==> src/rtl/cct_pkg.sv <==
// Package with register map, field positions and reset values of the capture/compare timer
package cct_pkg;
  // Register byte addresses on the bus
  localparam logic [7:0] ADDR_CTRL_ONE = 8'h00;
  localparam logic [7:0] ADDR_CTRL_TWO = 8'h04;
  localparam logic [7:0] ADDR_STATUS = 8'h08;
  localparam logic [7:0] ADDR_CAPTURE_ONE = 8'h0c;
  localparam logic [7:0] ADDR_CAPTURE_TWO = 8'h10;
  localparam logic [7:0] ADDR_COMPARE_ONE = 8'h14;
  localparam logic [7:0] ADDR_COMPARE_TWO = 8'h18;
  localparam logic [7:0] ADDR_COUNTER = 8'h1c;
  localparam logic [7:0] ADDR_ALT_COUNTER = 8'h20;

  // Control register one fields
  localparam int C1_CAPTURE_IRQ_ENABLE = 7;
  localparam int C1_COMPARE_IRQ_ENABLE = 6;
  localparam int C1_OVERFLOW_IRQ_ENABLE = 5;
  localparam int C1_FORCE_OUT_TWO = 4;
  localparam int C1_FORCE_OUT_ONE = 3;
  localparam int C1_LEVEL_TWO = 2;
  localparam int C1_CAPTURE_ONE_EDGE = 1;
  localparam int C1_LEVEL_ONE = 0;

  // Control register two fields
  localparam int C2_COMPARE_PIN_ONE_ENABLE = 7;
  localparam int C2_COMPARE_PIN_TWO_ENABLE = 6;
  localparam int C2_ONE_PULSE_SELECT = 5;
  localparam int C2_PWM_SELECT = 4;
  localparam int C2_CLOCK_SELECT_HI = 3;
  localparam int C2_CLOCK_SELECT_LO = 2;
  localparam int C2_CAPTURE_TWO_EDGE = 1;
  localparam int C2_EXT_CLOCK_EDGE = 0;

  // Status register fields
  localparam int ST_CAPTURE_ONE_FLAG = 7;
  localparam int ST_COMPARE_ONE_FLAG = 6;
  localparam int ST_OVERFLOW_FLAG = 5;
  localparam int ST_CAPTURE_TWO_FLAG = 4;
  localparam int ST_COMPARE_TWO_FLAG = 3;
  localparam int ST_TIMER_DISABLE = 2;

  // Clock select codes
  localparam logic [1:0] CLK_DIV4 = 2'h0;
  localparam logic [1:0] CLK_DIV2 = 2'h1;
  localparam logic [1:0] CLK_DIV8 = 2'h2;
  localparam logic [1:0] CLK_EXT = 2'h3;

  // Reset and reload values
  localparam logic [7:0] CTRL_RESET = 8'h00;
  localparam logic [15:0] COUNTER_RESET = 16'hfffc;
  localparam logic [15:0] COUNTER_TOP = 16'hffff;
  localparam logic [15:0] PULSE_CAPTURE_VALUE = 16'hfffd;
  localparam logic [15:0] COMPARE_RESET = 16'h8000;
  localparam logic [15:0] CAPTURE_RESET = 16'h0000;
endpackage

==> src/rtl/cct_timer.sv <==
// Capture/compare timer with control registers, low-power handling and APB slave
//
// Notes on behaviour
// - Wait mode leaves timer running; enabled interrupts wake the device.
// - Halt freezes counter and registers; interrupt wake resumes, reset restarts.
// - Capture edge in halt arms; interrupt exit sets flag, captures count.
// - PWM period end sets capture flag one; no compare flags in PWM.
// - One shared request line, gated by enables and global interrupt mask.
// - Capture enable bit 7 requests on either capture flag.
// - Compare enable bit 6 requests on either compare flag.
// - Overflow enable bit 5 requests on the overflow flag.
// - Force bit 4 puts level two on compare pin two when enabled.
// - Force bit 3 puts level one on compare pin one when enabled.
// - Level two driven on compare-two match; pin one in pulse modes.
// - Control one bit 1 picks capture-one edge: 0 falling, 1 rising.
// - Level one driven onto compare pin one on compare-one match.
// - Control two bit 7 only enables compare pin one output.
// - Control two bit 6 only enables compare pin two output.
// - Bit 5 one-pulse mode: capture-one edge starts pulse, length compare one.
// - Bit 4 PWM: pulse length compare one, period compare two.
// - Clock field: 00 div4, 01 div2, 10 div8, 11 external clock.
// - External clock selected without pin stops the counter.
// - Control two bit 1 picks capture-two edge: 0 falling, 1 rising.
// - Control two bit 0 picks external clock edge: 0 falling, 1 rising.
// - Flag clears after status read then access to its data register.
// - Overflow flag set when counter wraps from ffff to 0000.
//
// The APB interface to the registers and the address map were left to the implementer.
`timescale 1ns/10ps
module cct_timer #(
  parameter bit HAS_EXT_CLOCK_PIN = 1'b1
) (
  input wire logic clk_sys_i,
  input wire logic arst_n_i,
  input wire logic psel_i,
  input wire logic penable_i,
  input wire logic pwrite_i,
  input wire logic [7:0] paddr_i,
  input wire logic [31:0] pwdata_i,
  output logic [31:0] prdata_o,
  output logic pready_o,
  output logic pslverr_o,
  input wire logic halt_i,
  input wire logic global_irq_mask_i,
  input wire logic capture_pin_one_i,
  input wire logic capture_pin_two_i,
  input wire logic ext_clock_pin_i,
  output logic compare_pin_one_o,
  output logic compare_pin_one_oe_n_o,
  output logic compare_pin_two_o,
  output logic compare_pin_two_oe_n_o,
  output logic timer_irq_o
);
  logic [7:0] ctrl_one_reg;
  logic [7:0] ctrl_two_reg;
  logic timer_disable_reg;
  logic [4:0] flags_reg;
  logic [4:0] clear_armed_reg;
  logic [15:0] counter_reg;
  logic [15:0] capture_one_reg;
  logic [15:0] capture_two_reg;
  logic [15:0] compare_one_reg;
  logic [15:0] compare_two_reg;
  logic [15:0] active_one_reg;
  logic [15:0] active_two_reg;
  logic [2:0] prescale_reg;
  logic [2:0] cap_one_sync_reg;
  logic [2:0] cap_two_sync_reg;
  logic [2:0] ext_sync_reg;
  logic [1:0] halt_armed_reg;
  logic halt_d_reg;
  logic pin_one_reg;
  logic pin_two_reg;
  logic [31:0] rdata_reg;
  logic ready_reg;
  logic irq_reg;

  // Flag vector order
  localparam int F_CAP1 = 4;
  localparam int F_CMP1 = 3;
  localparam int F_OVF = 2;
  localparam int F_CAP2 = 1;
  localparam int F_CMP2 = 0;

  logic access;
  logic wr;
  logic rd;
  logic mode_pwm;
  logic mode_opm;
  logic frozen;
  logic tick;
  logic [1:0] clock_sel;
  logic edge_one;
  logic edge_two;
  logic rise_one;
  logic fall_one;
  logic rise_two;
  logic fall_two;
  logic ext_rise;
  logic ext_fall;
  logic halt_exit;
  logic match_one;
  logic match_two;
  logic wrap;
  logic pulse_start;
  logic counter_write;
  logic [4:0] set_vec;
  logic [4:0] clr_vec;
  logic [15:0] cmp_one_use;
  logic [15:0] cmp_two_use;

  // Access is taken on the second access cycle, when ready is high
  assign access = psel_i & penable_i & ready_reg;
  assign wr = access & pwrite_i;
  assign rd = access & ~pwrite_i;

  // PWM takes precedence when both pulse modes are set
  assign mode_pwm = ctrl_two_reg[cct_pkg::C2_PWM_SELECT];
  assign mode_opm = ctrl_two_reg[cct_pkg::C2_ONE_PULSE_SELECT] & ~mode_pwm;
  assign frozen = halt_i | timer_disable_reg;
  assign clock_sel = ctrl_two_reg[cct_pkg::C2_CLOCK_SELECT_HI:cct_pkg::C2_CLOCK_SELECT_LO];

  assign rise_one = cap_one_sync_reg[1] & ~cap_one_sync_reg[2];
  assign fall_one = ~cap_one_sync_reg[1] & cap_one_sync_reg[2];
  assign rise_two = cap_two_sync_reg[1] & ~cap_two_sync_reg[2];
  assign fall_two = ~cap_two_sync_reg[1] & cap_two_sync_reg[2];
  assign ext_rise = ext_sync_reg[1] & ~ext_sync_reg[2];
  assign ext_fall = ~ext_sync_reg[1] & ext_sync_reg[2];

  assign edge_one = ctrl_one_reg[cct_pkg::C1_CAPTURE_ONE_EDGE] ? rise_one : fall_one;
  assign edge_two = ctrl_two_reg[cct_pkg::C2_CAPTURE_TWO_EDGE] ? rise_two : fall_two;

  always_comb begin
    case (clock_sel)
      cct_pkg::CLK_DIV2: tick = prescale_reg[0];
      cct_pkg::CLK_DIV4: tick = &prescale_reg[1:0];
      cct_pkg::CLK_DIV8: tick = &prescale_reg;
      // external edge choice, no pin means no tick
      default: tick = HAS_EXT_CLOCK_PIN &
          (ctrl_two_reg[cct_pkg::C2_EXT_CLOCK_EDGE] ? ext_rise : ext_fall);
    endcase
    tick = tick & ~frozen;
  end

  // In PWM the buffered copies compare, elsewhere the live values
  assign cmp_one_use = mode_pwm ? active_one_reg : compare_one_reg;
  assign cmp_two_use = mode_pwm ? active_two_reg : compare_two_reg;
  assign match_one = tick & (counter_reg == cmp_one_use);
  assign match_two = tick & (counter_reg == cmp_two_use);
  assign wrap = tick & (counter_reg == cct_pkg::COUNTER_TOP) & ~(mode_pwm & match_two);
  // One-pulse trigger is ignored while halted
  assign pulse_start = mode_opm & edge_one & ~frozen;
  assign halt_exit = halt_d_reg & ~halt_i;
  assign counter_write = wr &
      (paddr_i == cct_pkg::ADDR_COUNTER || paddr_i == cct_pkg::ADDR_ALT_COUNTER);

  // Hardware flag sources
  always_comb begin
    set_vec = '0;
    // captures on halt exit, PWM period end
    set_vec[F_CAP1] = (edge_one & ~frozen & ~mode_pwm) | (halt_exit & halt_armed_reg[0])
        | (mode_pwm & match_two);
    set_vec[F_CAP2] = (edge_two & ~frozen) | (halt_exit & halt_armed_reg[1]);
    // no compare flags in PWM; compare one also silent in one-pulse
    set_vec[F_CMP1] = match_one & ~mode_pwm & ~mode_opm;
    set_vec[F_CMP2] = match_two & ~mode_pwm;
    set_vec[F_OVF] = wrap;
  end

  always_comb begin
    clr_vec = '0;
    if (access) begin
      clr_vec[F_CAP1] = paddr_i == cct_pkg::ADDR_CAPTURE_ONE;
      clr_vec[F_CAP2] = paddr_i == cct_pkg::ADDR_CAPTURE_TWO;
      clr_vec[F_CMP1] = paddr_i == cct_pkg::ADDR_COMPARE_ONE;
      clr_vec[F_CMP2] = paddr_i == cct_pkg::ADDR_COMPARE_TWO;
      // Alternate counter deliberately does not clear overflow
      clr_vec[F_OVF] = paddr_i == cct_pkg::ADDR_COUNTER;
    end
    clr_vec = clr_vec & clear_armed_reg;
  end

  // Setting wins over a simultaneous clear
  always_ff @(posedge clk_sys_i or negedge arst_n_i) begin
    if (!arst_n_i) begin
      flags_reg <= '0;
    end else begin
      flags_reg <= (flags_reg & ~clr_vec) | set_vec;
    end
  end

  always_ff @(posedge clk_sys_i or negedge arst_n_i) begin
    if (!arst_n_i) begin
      clear_armed_reg <= '0;
    end else if (rd && paddr_i == cct_pkg::ADDR_STATUS) begin
      clear_armed_reg <= flags_reg;
    end else begin
      clear_armed_reg <= clear_armed_reg & ~clr_vec;
    end
  end

  // Pin synchronisers, third stage only for edge detection
  always_ff @(posedge clk_sys_i or negedge arst_n_i) begin
    if (!arst_n_i) begin
      cap_one_sync_reg <= '0;
      cap_two_sync_reg <= '0;
      ext_sync_reg <= '0;
      halt_d_reg <= 1'b0;
    end else begin
      cap_one_sync_reg <= {cap_one_sync_reg[1:0], capture_pin_one_i};
      cap_two_sync_reg <= {cap_two_sync_reg[1:0], capture_pin_two_i};
      ext_sync_reg <= {ext_sync_reg[1:0], ext_clock_pin_i};
      halt_d_reg <= halt_i;
    end
  end

  always_ff @(posedge clk_sys_i or negedge arst_n_i) begin
    if (!arst_n_i) begin
      halt_armed_reg <= '0;
    end else if (!halt_i) begin
      halt_armed_reg <= '0;
    end else begin
      halt_armed_reg <= halt_armed_reg | {edge_two, edge_one & ~mode_pwm};
    end
  end

  // Free-running prescaler, stopped while frozen
  always_ff @(posedge clk_sys_i or negedge arst_n_i) begin
    if (!arst_n_i) begin
      prescale_reg <= '0;
    end else if (!frozen) begin
      prescale_reg <= prescale_reg + 3'h1;
    end
  end

  // Counter; reset wake restarts from reset value via arst
  always_ff @(posedge clk_sys_i or negedge arst_n_i) begin
    if (!arst_n_i) begin
      counter_reg <= cct_pkg::COUNTER_RESET;
    end else if (counter_write) begin
      counter_reg <= cct_pkg::COUNTER_RESET;
    end else if (pulse_start) begin
      counter_reg <= cct_pkg::COUNTER_RESET;
    end else if (mode_pwm && match_two) begin
      counter_reg <= cct_pkg::COUNTER_RESET;
    // counts in wait, holds in halt
    end else if (tick) begin
      counter_reg <= counter_reg + 16'h0001;
    end
  end

  // Capture registers
  always_ff @(posedge clk_sys_i or negedge arst_n_i) begin
    if (!arst_n_i) begin
      capture_one_reg <= cct_pkg::CAPTURE_RESET;
      capture_two_reg <= cct_pkg::CAPTURE_RESET;
    end else begin
      if (pulse_start) begin
        capture_one_reg <= cct_pkg::PULSE_CAPTURE_VALUE;
      end else if ((edge_one && !frozen && !mode_pwm) || (halt_exit && halt_armed_reg[0])) begin
        capture_one_reg <= counter_reg;
      end
      if ((edge_two && !frozen) || (halt_exit && halt_armed_reg[1])) begin
        capture_two_reg <= counter_reg;
      end
    end
  end

  // Compare registers and PWM double buffer
  always_ff @(posedge clk_sys_i or negedge arst_n_i) begin
    if (!arst_n_i) begin
      compare_one_reg <= cct_pkg::COMPARE_RESET;
      compare_two_reg <= cct_pkg::COMPARE_RESET;
      active_one_reg <= cct_pkg::COMPARE_RESET;
      active_two_reg <= cct_pkg::COMPARE_RESET;
    end else begin
      if (wr && paddr_i == cct_pkg::ADDR_COMPARE_ONE) begin
        compare_one_reg <= pwdata_i[15:0];
      end
      if (wr && paddr_i == cct_pkg::ADDR_COMPARE_TWO) begin
        compare_two_reg <= pwdata_i[15:0];
      end
      // In PWM new values take hold only at period end, avoiding glitches
      if (!mode_pwm || match_two) begin
        active_one_reg <= compare_one_reg;
        active_two_reg <= compare_two_reg;
      end
    end
  end

  // Control registers and timer disable
  always_ff @(posedge clk_sys_i or negedge arst_n_i) begin
    if (!arst_n_i) begin
      ctrl_one_reg <= cct_pkg::CTRL_RESET;
      ctrl_two_reg <= cct_pkg::CTRL_RESET;
      timer_disable_reg <= 1'b0;
    end else if (wr) begin
      case (paddr_i)
        cct_pkg::ADDR_CTRL_ONE: ctrl_one_reg <= pwdata_i[7:0];
        cct_pkg::ADDR_CTRL_TWO: ctrl_two_reg <= pwdata_i[7:0];
        cct_pkg::ADDR_STATUS: timer_disable_reg <= pwdata_i[cct_pkg::ST_TIMER_DISABLE];
        default: ;
      endcase
    end
  end

  // Compare pin one level
  always_ff @(posedge clk_sys_i or negedge arst_n_i) begin
    if (!arst_n_i) begin
      pin_one_reg <= 1'b0;
    end else if (mode_pwm || mode_opm) begin
      // level two starts pulse or period
      if (pulse_start || (mode_pwm && match_two)) begin
        pin_one_reg <= ctrl_one_reg[cct_pkg::C1_LEVEL_TWO];
      end else if (match_one) begin
        pin_one_reg <= ctrl_one_reg[cct_pkg::C1_LEVEL_ONE];
      end
    end else if (ctrl_one_reg[cct_pkg::C1_FORCE_OUT_ONE]) begin
      pin_one_reg <= ctrl_one_reg[cct_pkg::C1_LEVEL_ONE];
    end else if (match_one) begin
      pin_one_reg <= ctrl_one_reg[cct_pkg::C1_LEVEL_ONE];
    end
  end

  // Compare pin two level; idle in pulse modes
  always_ff @(posedge clk_sys_i or negedge arst_n_i) begin
    if (!arst_n_i) begin
      pin_two_reg <= 1'b0;
    end else if (!mode_pwm && !mode_opm) begin
      if (ctrl_one_reg[cct_pkg::C1_FORCE_OUT_TWO]) begin
        pin_two_reg <= ctrl_one_reg[cct_pkg::C1_LEVEL_TWO];
      end else if (match_two) begin
        pin_two_reg <= ctrl_one_reg[cct_pkg::C1_LEVEL_TWO];
      end
    end
  end

  always_ff @(posedge clk_sys_i or negedge arst_n_i) begin
    if (!arst_n_i) begin
      compare_pin_one_o <= 1'b0;
      compare_pin_two_o <= 1'b0;
      compare_pin_one_oe_n_o <= 1'b1;
      compare_pin_two_oe_n_o <= 1'b1;
    end else begin
      compare_pin_one_o <= pin_one_reg;
      compare_pin_two_o <= pin_two_reg;
      compare_pin_one_oe_n_o <=
          ~(ctrl_two_reg[cct_pkg::C2_COMPARE_PIN_ONE_ENABLE] & ~timer_disable_reg);
      compare_pin_two_oe_n_o <=
          ~(ctrl_two_reg[cct_pkg::C2_COMPARE_PIN_TWO_ENABLE] & ~timer_disable_reg);
    end
  end

  // one line, masked globally; held as level
  always_ff @(posedge clk_sys_i or negedge arst_n_i) begin
    if (!arst_n_i) begin
      irq_reg <= 1'b0;
    end else begin
      irq_reg <= ~global_irq_mask_i & (
          (ctrl_one_reg[cct_pkg::C1_CAPTURE_IRQ_ENABLE] & (flags_reg[F_CAP1] | flags_reg[F_CAP2]))
          | (ctrl_one_reg[cct_pkg::C1_COMPARE_IRQ_ENABLE] & (flags_reg[F_CMP1] | flags_reg[F_CMP2]))
          | (ctrl_one_reg[cct_pkg::C1_OVERFLOW_IRQ_ENABLE] & flags_reg[F_OVF]));
    end
  end
  assign timer_irq_o = irq_reg;

  // Bus answer: one wait state, read data registered with ready
  always_ff @(posedge clk_sys_i or negedge arst_n_i) begin
    if (!arst_n_i) begin
      ready_reg <= 1'b0;
      rdata_reg <= '0;
    end else begin
      ready_reg <= psel_i & penable_i & ~ready_reg;
      rdata_reg <= '0;
      if (psel_i && penable_i && !ready_reg && !pwrite_i) begin
        case (paddr_i)
          cct_pkg::ADDR_CTRL_ONE: rdata_reg <= {24'h000000, ctrl_one_reg};
          cct_pkg::ADDR_CTRL_TWO: rdata_reg <= {24'h000000, ctrl_two_reg};
          cct_pkg::ADDR_STATUS: rdata_reg <= {24'h000000, flags_reg, timer_disable_reg, 2'h0};
          cct_pkg::ADDR_CAPTURE_ONE: rdata_reg <= {16'h0000, capture_one_reg};
          cct_pkg::ADDR_CAPTURE_TWO: rdata_reg <= {16'h0000, capture_two_reg};
          cct_pkg::ADDR_COMPARE_ONE: rdata_reg <= {16'h0000, compare_one_reg};
          cct_pkg::ADDR_COMPARE_TWO: rdata_reg <= {16'h0000, compare_two_reg};
          cct_pkg::ADDR_COUNTER: rdata_reg <= {16'h0000, counter_reg};
          cct_pkg::ADDR_ALT_COUNTER: rdata_reg <= {16'h0000, counter_reg};
          default: rdata_reg <= '0;
        endcase
      end
    end
  end
  assign pready_o = ready_reg;
  assign prdata_o = rdata_reg;
  // Unmapped addresses read zero and ignore writes; no error signalled
  assign pslverr_o = 1'b0;
endmodule

==> config.mk <==
export PLATFORM = sky130hd
export DESIGN_NAME = cct_timer
export DESIGN_NICKNAME = d
export VERILOG_FILES = /design/src/rtl/cct_pkg.sv /design/src/rtl/cct_timer.sv
export SDC_FILE = /design/constraint.sdc
export NUM_CORES = 1
export LEC_CHECK = 0
export ABC_AREA = 1
export BUFFER_PORTS_ARGS = -buffer_cell sky130_fd_sc_hd__buf_2
export CAP_MARGIN = 20
export CORE_MARGIN = 2
export CORE_UTILIZATION = 35
export CTS_CLUSTER_DIAMETER = 80
export CTS_CLUSTER_SIZE = 14
export DETAILED_ROUTE_END_ITERATION = 8
export PLACE_DENSITY_LB_ADDON = 0.1
export SLEW_MARGIN = 20
export SYNTH_ARGS = -nofsm -noshare
export SYNTH_HDL_FRONTEND = slang
export SYNTH_SLANG_ARGS = --single-unit
==> constraint.sdc <==
create_clock -name clk_sys_i -period 2.05 [get_ports clk_sys_i]
set_input_delay 0.1025 -clock clk_sys_i [delete_from_list [all_inputs] [get_ports clk_sys_i]]
set_output_delay 0.1025 -clock clk_sys_i [all_outputs]
set_load 0.02 [all_outputs]
==> summary.md, run 1 <==
| Metric | Value |
|---|---|
| Clock skew | 12.8 ps |
| GR Util All Layers | 0.222 |
| Yosys warnings | 0 |
| Maximum number of pins on one net before global-route repair | 52 |
| Most common cell after layout, fill and taps aside | sky130_fd_sc_hd__nand2_1 |
| Switching Fraction | 0.322 |
| Mapped Area | 9060 µm² |
| Antenna Nets Post-Route | 0 |
| Post-Synthesis Cells | 1,159 |
| Violations in the final reports | negative setup slack |
| Sequential element share of the synthesized area | 0.495 |
| Distinct cell type count of the synthesized netlist | 41 |
| First-pass GRT wire length | 44.7 mm |
| Standard-cell row count | 58 |
| PnR worst setup slack | -19.4 ps |
| DIE AREA | 27,200 µm² |
| Final hold vios | 0 |
| Insertion delay to the later sink of the worst-skew pair | 430 ps |
| Net count, final | 1,360 |
| Clock slew seen by the registers of the worst setup and hold paths | 70 ps |
| Via count of the first global-routing pass | 7,424 |
| H-tree levels | 4 |
| Number of enable-type register cells in the synthesized netlist | 0 |
| Placer's final routability congestion estimate | 0.912 |
| Filler cells | 2,552 |
| Critical path start-end classification | register to register |
| Result of the run | finished with violations |
| Int Power | 0.00677 W |
| Leading cell types in the layout, fill and taps excluded | 335 x sky130_fd_sc_hd__nand2_1, 155 x sky130_fd_sc_hd__dfrtp_1, 119 x sky130_fd_sc_hd__inv_1 |
| Fmax | 483 MHz |
| Most used flip-flop cell after synthesis | sky130_fd_sc_hd__dfrtp_1 |
| Aggregate global routing overflow | 0 |
| Max Fanout on Critical Path | 8 |
| Relative contribution of combinational cells to total power | 0.231 |
| Part of the cycle the worst path needs | 1.01 |
| Finished Core Util | 0.460 |
| Number of buffer cells added on primary ports | 55 |
| Antenna cells | 0 |
| Worst-case clock buffer depth | 2 |
| Detailed Routing Iterations Pass 1 | 6 |
| Setup-failing EPs final | 2 |
| Drt drc | 0 |
| # Max-Cap Violations | 0 |
| Switching pwr | 0.00321 W |
| HPWL reported at the end of detailed placement | 21.6 mm |
| Kind of capture point of the worst setup path | register |
| Standard cell area after detailed placement | 10,200 µm² |
| Clock Power Share | 0.346 |
| Shortest clock period the worst path allows after layout | 2070 ps |
| Cell chain of the critical path | clkinv_4 -> buf_12 -> nand2_1 -> nand3_1 -> nand2_2 -> nand2_1 -> nor2_1 -> nand3_2 -> nor2_4 -> nand2_4 -> nand3b_4 -> clkbuf_16 -> nand2_2 -> o21ai_1 |
| Data required time of the critical path | 2410 ps |
| Leak | 5.58 nW |
| Ratio of routed vias to standard cells | 4.95 |
| Total power per unit cell area | 858 nW/µm² |
| Worst VDD drop | 0.497 mV |
| Total number of vias | 8,167 |
| Syn Area/Cell | 7.81 µm² |
| Kind of path behind the tightest hold check | input pin to register |
| Number of top-level pins | 89 |
| Area added between synthesis and finish | 28.6% |
| Avg WL per Cell | 18.2 µm |
| Unrepaired setup endpoints after global routing | true |
| Layout cell share with drive strength beyond 1 | 0.251 |
| Initial DRC Count | 786 |
| WL final | 30.0 mm |
| Area of the core region | 25,300 µm² |
| Initial core utilization | 0.358 |
| Die span in y | 165 µm |
| Width of the die | 165 µm |
| Sequential share of power | 0.423 |
| Number of pins exceeding their max-slew limit in the final report | 0 |
| Share of synthesized registers carrying an async set or reset | 1.00 |
| Buffer type at the clock tree root | sky130_fd_sc_hd__clkbuf_16 |
| Critical-path cell with the highest stage delay | sky130_fd_sc_hd__dfrtp_2 |
| FF+latch count, synth | 178 |
| Clock tree from TritonCTS | yes |
| CP Data Arrival Time | 2430 ps |
| Initial antenna violation count | 0 |
| Critical Path Max Stage Delay | 450 ps |
| Number of sinks driven by the clock tree | 178 |
| Total CTS buffers | 17 |
| Setup_tns | -30.0 ps |
| Startpoint Class | register |
| Final Cell Area | 11,600 µm² |
==> worst max-delay path: cells and delay by family, from the launching register on <==
family | cells | cell delay, ps
compound gates | 1 | 80
buf+inv | 3 | 480
flops | 1 | 450
simple gates | 10 | 990
==> timing repair <==
| action | in CTS | in global routing |
|---|---|---|
| setup buffers | 0 | 6 |
| hold buffers | 16 | 0 |
| gates resized for setup | 3 | 129 |
| gates cloned | 0 | 10 |
| setup endpoints to repair | 16 | 50 |
| pin swaps | 0 | 28 |
| hold endpoints to repair | 76 | 0 |
==> per-stage QoR <==
step	worst slack (ps)	std cells	power (W)	hold WS, ps
floorplan	157	1175	0.00533	-193
global placement	-8.84	1586	0.00614	83.4
detailed placement	-42.3	1586	0.00616	83.9
CTS	14.9	1634	0.00963	6.79
global route	-104	1650	0.0105	32.1
finish	-19.4	1650	0.00999	2.36
==> synth_stat cells, drive strengths merged, types with 2 or more instances <==
cell type	instances	area share
clkinv	4	0.0017
mux2	2	0.0025
nor2	75	0.035
o21ai	96	0.053
nand3	71	0.040
a21oi	42	0.027
and2	2	0.0014
a211oi	8	0.0066
ha	3	0.0041
o2111ai	5	0.0048
clkbuf	19	0.0079
dfrtp	158	0.44
nand4	22	0.015
inv	127	0.053
nor3	16	0.0094
buf	41	0.032
nand2	384	0.16
xor2	14	0.014
o22ai	21	0.015
o211ai	17	0.014
dfstp	20	0.058
a31oi	4	0.0028
==> metal layers <==
| metal | GRT usage | vias to the layer above | wire, µm |
|---|---|---|---|
| met4 | 0.0482 | 0 | 343 |
| met5 | 0 | - | 0 |
| li1 | - | 4017 | - |
| met3 | 0.0304 | 20 | 1500 |
| met2 | 0.311 | 208 | 12700 |
| met1 | 0.357 | 3922 | 15400 |
==> power groups by stage <==
stage,logic [W],clock network (W),registers [W]
finish,0.00231,0.00345,0.00423
global route,0.00253,0.00367,0.00427
CTS,0.00189,0.00351,0.00424
detailed placement,0.00186,0,0.00429
global placement,0.00185,0,0.00429
floorplan,0.00114,0,0.00418
==> layout make-up <==
class,count,area (µm²),share of cell area
Clock buffer,18,439,0.0377
Clock inverter,14,174,0.0149
Inverter,131,497,0.0427
Multi-Input combinational cell,806,4120,0.354
Sequential cell,178,4480,0.385
Tap cell,330,413,0.0355
Timing Repair Buffer,173,1520,0.130
==> final timing paths <==
| path | startpoint | endpoint | slack, ps | depth (start not counted) |
|---|---|---|---|---|
| worst max register to register | ctrl_two_reg[4] | counter_reg[2] | -20 | 14 |
| worst min register to register | cap_one_sync_reg[0] | cap_one_sync_reg[1] | 350 | 0 |
| worst max-delay path | ctrl_two_reg[4] | counter_reg[2] | -20 | 14 |
| min in group asynchronous | arst_n_i | ext_sync_reg[0] | 180 | 2 |
| max in group asynchronous | arst_n_i | compare_pin_one_oe_n_o | 1140 | 3 |
| worst min-delay path | pwdata_i[1] | ctrl_two_reg[1] | 2 | 3 |
==> cell families (layout without fill, tap and decap cells) <==
kind of cell	Yosys count	in the layout	synth area share
AOI/OAI and AO/OA	197	197	0.127
xor gates and xnor gates	15	15	0.0145
adders and majority gates	3	3	0.00415
buffers and inverters	191	336	0.0942
DFF	178	178	0.495
muxes	2	2	0.00249
other	1	17	0.000414
and+or+nand+nor	572	572	0.263
Note: power is estimated with default switching activity, not from simulation.
==> inputs of run 2 (changes only) <==
Settings changed: ABC_AREA 1 to not set, PLACE_DENSITY_LB_ADDON 0.1 to 0.05.
==> run 2 against run 1 <==
Net effect:
- the flow still finishes with violations (negative setup slack)
- largest power group unchanged
- largest cell class unchanged
- global-route usage is 0.85 points lower
- clock power is 5.8% lower
- combinational power is 53% lower
==> summary.md, run 2 <==
| Metric | Value |
|---|---|
| Result of the run | finished with violations (unchanged) |
| Violations in the final reports | negative setup slack (unchanged) |
| Net count, final | 925 (was 1,360) |
| Most used flip-flop cell after synthesis | sky130_fd_sc_hd__dfrtp_1 (unchanged) |
| HPWL reported at the end of detailed placement | 18.4 mm (was 21.6 mm) |
| Most frequent cell after synthesis | sky130_fd_sc_hd__dfrtp_1 (was sky130_fd_sc_hd__nand2_1) |
| Die span in y | 158 µm (was 165 µm) |
| Placed cell count | 1,144 (was 1,586) |
| Clock slew seen by the registers of the worst setup and hold paths | 70 ps (about the same) |
| Sequential element share of the synthesized area | 0.537 (was 0.495) |
| Reg-to-Reg End | active_two_reg[14] (was counter_reg[2]) |
| Critical Path Max Stage Delay | 430 ps (was 450 ps) |
| Max Fanout on Critical Path | 10 (was 8) |
| Mapped Area | 8340 µm² (was 9060 µm²) |
| Count of cells along the worst hold path | 2 (was 3) |
| Maximum number of pins on one net before global-route repair | 68 (was 52) |
| Setup-failing EPs final | 54 (was 2) |
| Shortest clock period the worst path allows after layout | 2550 ps (was 2070 ps) |
| Data required time of the critical path | 2370 ps (was 2410 ps) |
| Standard-cell row count | 56 (was 58) |
| GR Util All Layers | 0.213 (was 0.222) |
| Register-to-Register Setup Slack | -500 ps (was -20 ps) |
| Part of the cycle the worst path needs | 1.25 (was 1.01) |
| Leading cell types by count after synthesis | 158 x sky130_fd_sc_hd__dfrtp_1, 87 x sky130_fd_sc_hd__mux2_2, 78 x sky130_fd_sc_hd__nand2_1 (was 382 x sky130_fd_sc_hd__nand2_1, 158 x sky130_fd_sc_hd__dfrtp_1, 121 x sky130_fd_sc_hd__inv_1) |
| Endpoint of the worst hold-timing path | ctrl_one_reg[6] (was ctrl_two_reg[1]) |
| H-tree levels | 4 (unchanged) |
| Critical path start-end classification | register to register (unchanged) |
| CP Data Arrival Time | 2870 ps (was 2430 ps) |
| First-pass GRT wire length | 38.9 mm (was 44.7 mm) |
| Filler cells | 2,180 (was 2,552) |
| Number of cells in the finished layout apart from fillers | 1,204 (was 1,650) |
| Worst VDD drop | 0.442 mV (was 0.497 mV) |
| Most common cell after layout, fill and taps aside | sky130_fd_sc_hd__dfrtp_1 (was sky130_fd_sc_hd__nand2_1) |
| Standard cell area after detailed placement | 9880 µm² (was 10,200 µm²) |
| Final hold vios | 0 (unchanged) |
| Area share of the leading cell type in the synthesized netlist | 0.474 (was 0.437) |
| Ratio of routed vias to standard cells | 5.22 (was 4.95) |
| Slew headroom | 0.655 |
| Unrepaired setup endpoints after global routing | true (unchanged) |
| # Max-Cap Violations | 0 (unchanged) |
| Distinct cell type count of the synthesized netlist | 56 (was 41) |
| Number of buffer cells added on primary ports | 55 (unchanged) |
| Startpoint of the worst-slack reg-to-reg timing path | ctrl_two_reg[4] (unchanged) |
| Total power per unit cell area | 753 nW/µm² (was 858 nW/µm²) |
| Initial DRC Count | 444 (was 786) |
| Aggregate global routing overflow | 0 (unchanged) |
| Leak | 5.08 nW (was 5.58 nW) |
| Final Cell Area | 10,900 µm² (was 11,600 µm²) |
| Number of enable-type register cells in the synthesized netlist | 0 (unchanged) |
| Layout cell share with drive strength beyond 1 | 0.408 (was 0.251) |
| FF+latch count, synth | 178 (unchanged) |
| Startpoint of the worst hold path | pwdata_i[6] (was pwdata_i[1]) |
| Via count of the first global-routing pass | 6,453 (was 7,424) |
| Area of the core region | 23,400 µm² (was 25,300 µm²) |
| Number of top-level pins | 89 (unchanged) |
| Number of pins exceeding their max-slew limit in the final report | 0 (unchanged) |
| Yosys warnings | 0 (unchanged) |
| Total number of vias | 6,284 (was 8,167) |
| Initial antenna violation count | 0 (unchanged) |
| Startpoint Class | register (unchanged) |
| Clock skew | 10.8 ps (was 12.8 ps) |
| Buffer type at the clock tree root | sky130_fd_sc_hd__clkbuf_16 (unchanged) |
| Detailed Routing Iterations Pass 1 | 8 (was 6) |
| Placer's final routability congestion estimate | 0.819 (was 0.912) |
| Width of the die | 158 µm (was 165 µm) |
| Clock tree from TritonCTS | yes (unchanged) |
| Area added between synthesis and finish | 30.3% (was 28.6%) |
| Transition time of the tightest slew-check pin | 514 ps |
| Critical-path cell with the highest stage delay | sky130_fd_sc_hd__dfrtp_2 (unchanged) |
| Drt drc | 0 (unchanged) |
| DIE AREA | 25,100 µm² (was 27,200 µm²) |
| Initial core utilization | 0.357 (was 0.358) |
| Share of synthesized registers carrying an async set or reset | 1.00 (unchanged) |
| Avg WL per Cell | 21.7 µm (was 18.2 µm) |
| Pre-CTS worst setup slack | -490 ps (was -42.3 ps) |
| PnR worst setup slack | -503 ps (was -19.4 ps) |
| Post-synthesis cell type with the largest combined area | sky130_fd_sc_hd__dfrtp_1 (unchanged) |
| Kind of path behind the tightest hold check | input pin to register (unchanged) |
| Number of sinks driven by the clock tree | 178 (unchanged) |
| Category of cells accounting for the largest share of critical-path delay | simple AND/OR/NAND/NOR gates (unchanged) |
| Antenna cells | 0 (unchanged) |
| Reg2Reg Depth | 10 (was 14) |
| Antenna Nets Post-Route | 0 (unchanged) |
| Top cells by area in the synthesized netlist | sky130_fd_sc_hd__dfrtp_1 47%, sky130_fd_sc_hd__mux2_2 12%, sky130_fd_sc_hd__dfstp_2 6.3%, sky130_fd_sc_hd__mux2i_1 4.0%, sky130_fd_sc_hd__xnor2_1 3.9% (was sky130_fd_sc_hd__dfrtp_1 44%, sky130_fd_sc_hd__nand2_1 16%, sky130_fd_sc_hd__dfstp_2 5.8%, sky130_fd_sc_hd__inv_1 5.0%, sky130_fd_sc_hd__o21ai_0 5.0%) |
| Syn Area/Cell | 11.9 µm² (was 7.81 µm²) |
| Cell chain of the critical path | buf_12 -> mux2i_4 -> xnor2_1 -> nor4_2 -> buf_4 -> nand4_1 -> or2_4 -> nand2_8 -> buf_12 -> mux2_4 (was clkinv_4 -> buf_12 -> nand2_1 -> nand3_1 -> nand2_2 -> nand2_1 -> nor2_1 -> nand3_2 -> nor2_4 -> nand2_4 -> nand3b_4 -> clkbuf_16 -> nand2_2 -> o21ai_1) |
| Post-Synthesis Cells | 699 (was 1,159) |
| Setup_tns | -21,440 ps (was -30.0 ps) |
| Fmax | 392 MHz (was 483 MHz) |
| Crit path top cell by count | sky130_fd_sc_hd__buf_12 |
| Insertion delay to the later sink of the worst-skew pair | 440 ps (was 430 ps) |
| Worst-case clock buffer depth | 2 (unchanged) |
| Total CTS buffers | 17 (unchanged) |
| Leading cell types in the layout, fill and taps excluded | 157 x sky130_fd_sc_hd__dfrtp_1, 103 x sky130_fd_sc_hd__buf_4, 77 x sky130_fd_sc_hd__nand2_1 (was 335 x sky130_fd_sc_hd__nand2_1, 155 x sky130_fd_sc_hd__dfrtp_1, 119 x sky130_fd_sc_hd__inv_1) |
| WL final | 26.1 mm (was 30.0 mm) |
| Kind of capture point of the worst setup path | register (unchanged) |
| Count of buffering cells on the critical path with inverters included | 3 (unchanged) |
run 2: changes by cell type after synthesis, sizes merged, moves of 29 or more:
cell and change:
nand2 -305, o21ai -83, nand3 -42, mux2 +100
a21oi -29, xnor2 +36, inv -119, mux2i +33
nor2 -52
run 2: how the worst max path moves through the flow:
stage,startpoint,end,depth (start not counted)
finish,ctrl_two_reg[4],active_two_reg[14],10
global route,ctrl_two_reg[4],active_one_reg[4],10
CTS,ctrl_two_reg[4],active_two_reg[14],10
detailed placement,ctrl_two_reg[4],active_two_reg[11],10
global placement,ctrl_two_reg[4],active_two_reg[11],9
floorplan,ctrl_two_reg[4],active_one_reg[0],10
run 2: layout make-up:
cell class | instances | area (µm²) | area share
clock buffer | 22 | 454 | 0.0418
clock inverter | 10 | 113 | 0.0104
inverter | 8 | 30.0 | 0.00276
multi-input combinational | 471 | 3820 | 0.351
sequential | 178 | 4480 | 0.412
tap | 319 | 399 | 0.0367
timing repair buffer | 196 | 1580 | 0.145
run 2: cell families (layout without fill, tap and decap cells):
group | after synthesis | after routing | synth area share
XOR/XNOR | 48 | 48 | 0.0504
AO/OA/AOI/OAI | 96 | 96 | 0.0867
other | 1 | 17 | 0.000449
buffers and inverters | 68 | 236 | 0.0474
flip-flops | 178 | 178 | 0.537
multiplexers | 135 | 135 | 0.177
adder cells (fa/ha/maj) | 3 | 3 | 0.00450
AND/OR/NAND/NOR | 170 | 172 | 0.0964
run 2: layer usage:
layer | share of wire | GRT usage | up-vias
met5 | 0 | 0 | -
met4 | 0.024 | 0.0708 | 0
met3 | 0.039 | 0.0367 | 39
met2 | 0.50 | 0.366 | 180
met1 | 0.44 | 0.273 | 3245
li1 | - | - | 2820
run 2: report_power, final:
group | switching [W] | internal [W]
clock network | 0.00142 | 0.00183
registers | 0.000128 | 0.00372
logic | 0.000586 | 0.000506
run 2: timing repair:
| action | in CTS | in global routing |
|---|---|---|
| hold buffers | 20 | 0 |
| resized for setup | 14 | 23 |
| endpoints found under the hold margin | 198 | 0 |
| pin swaps | 1 | 8 |
| cloned | 0 | 3 |
| buffers inserted | 4 | 1 |
| endpoints found under the setup margin | 70 | 55 |
run 2: metrics by stage:
stage,utilization,hold slack [ps],power (W)
global placement,0.422,-30.1,0.00493
finish,0.465,28.3,0.00819
floorplan,-,-193,0.00448
CTS,0.458,10.8,0.00822
detailed placement,0.422,-29.2,0.00494
global route,0.465,14.4,0.00850
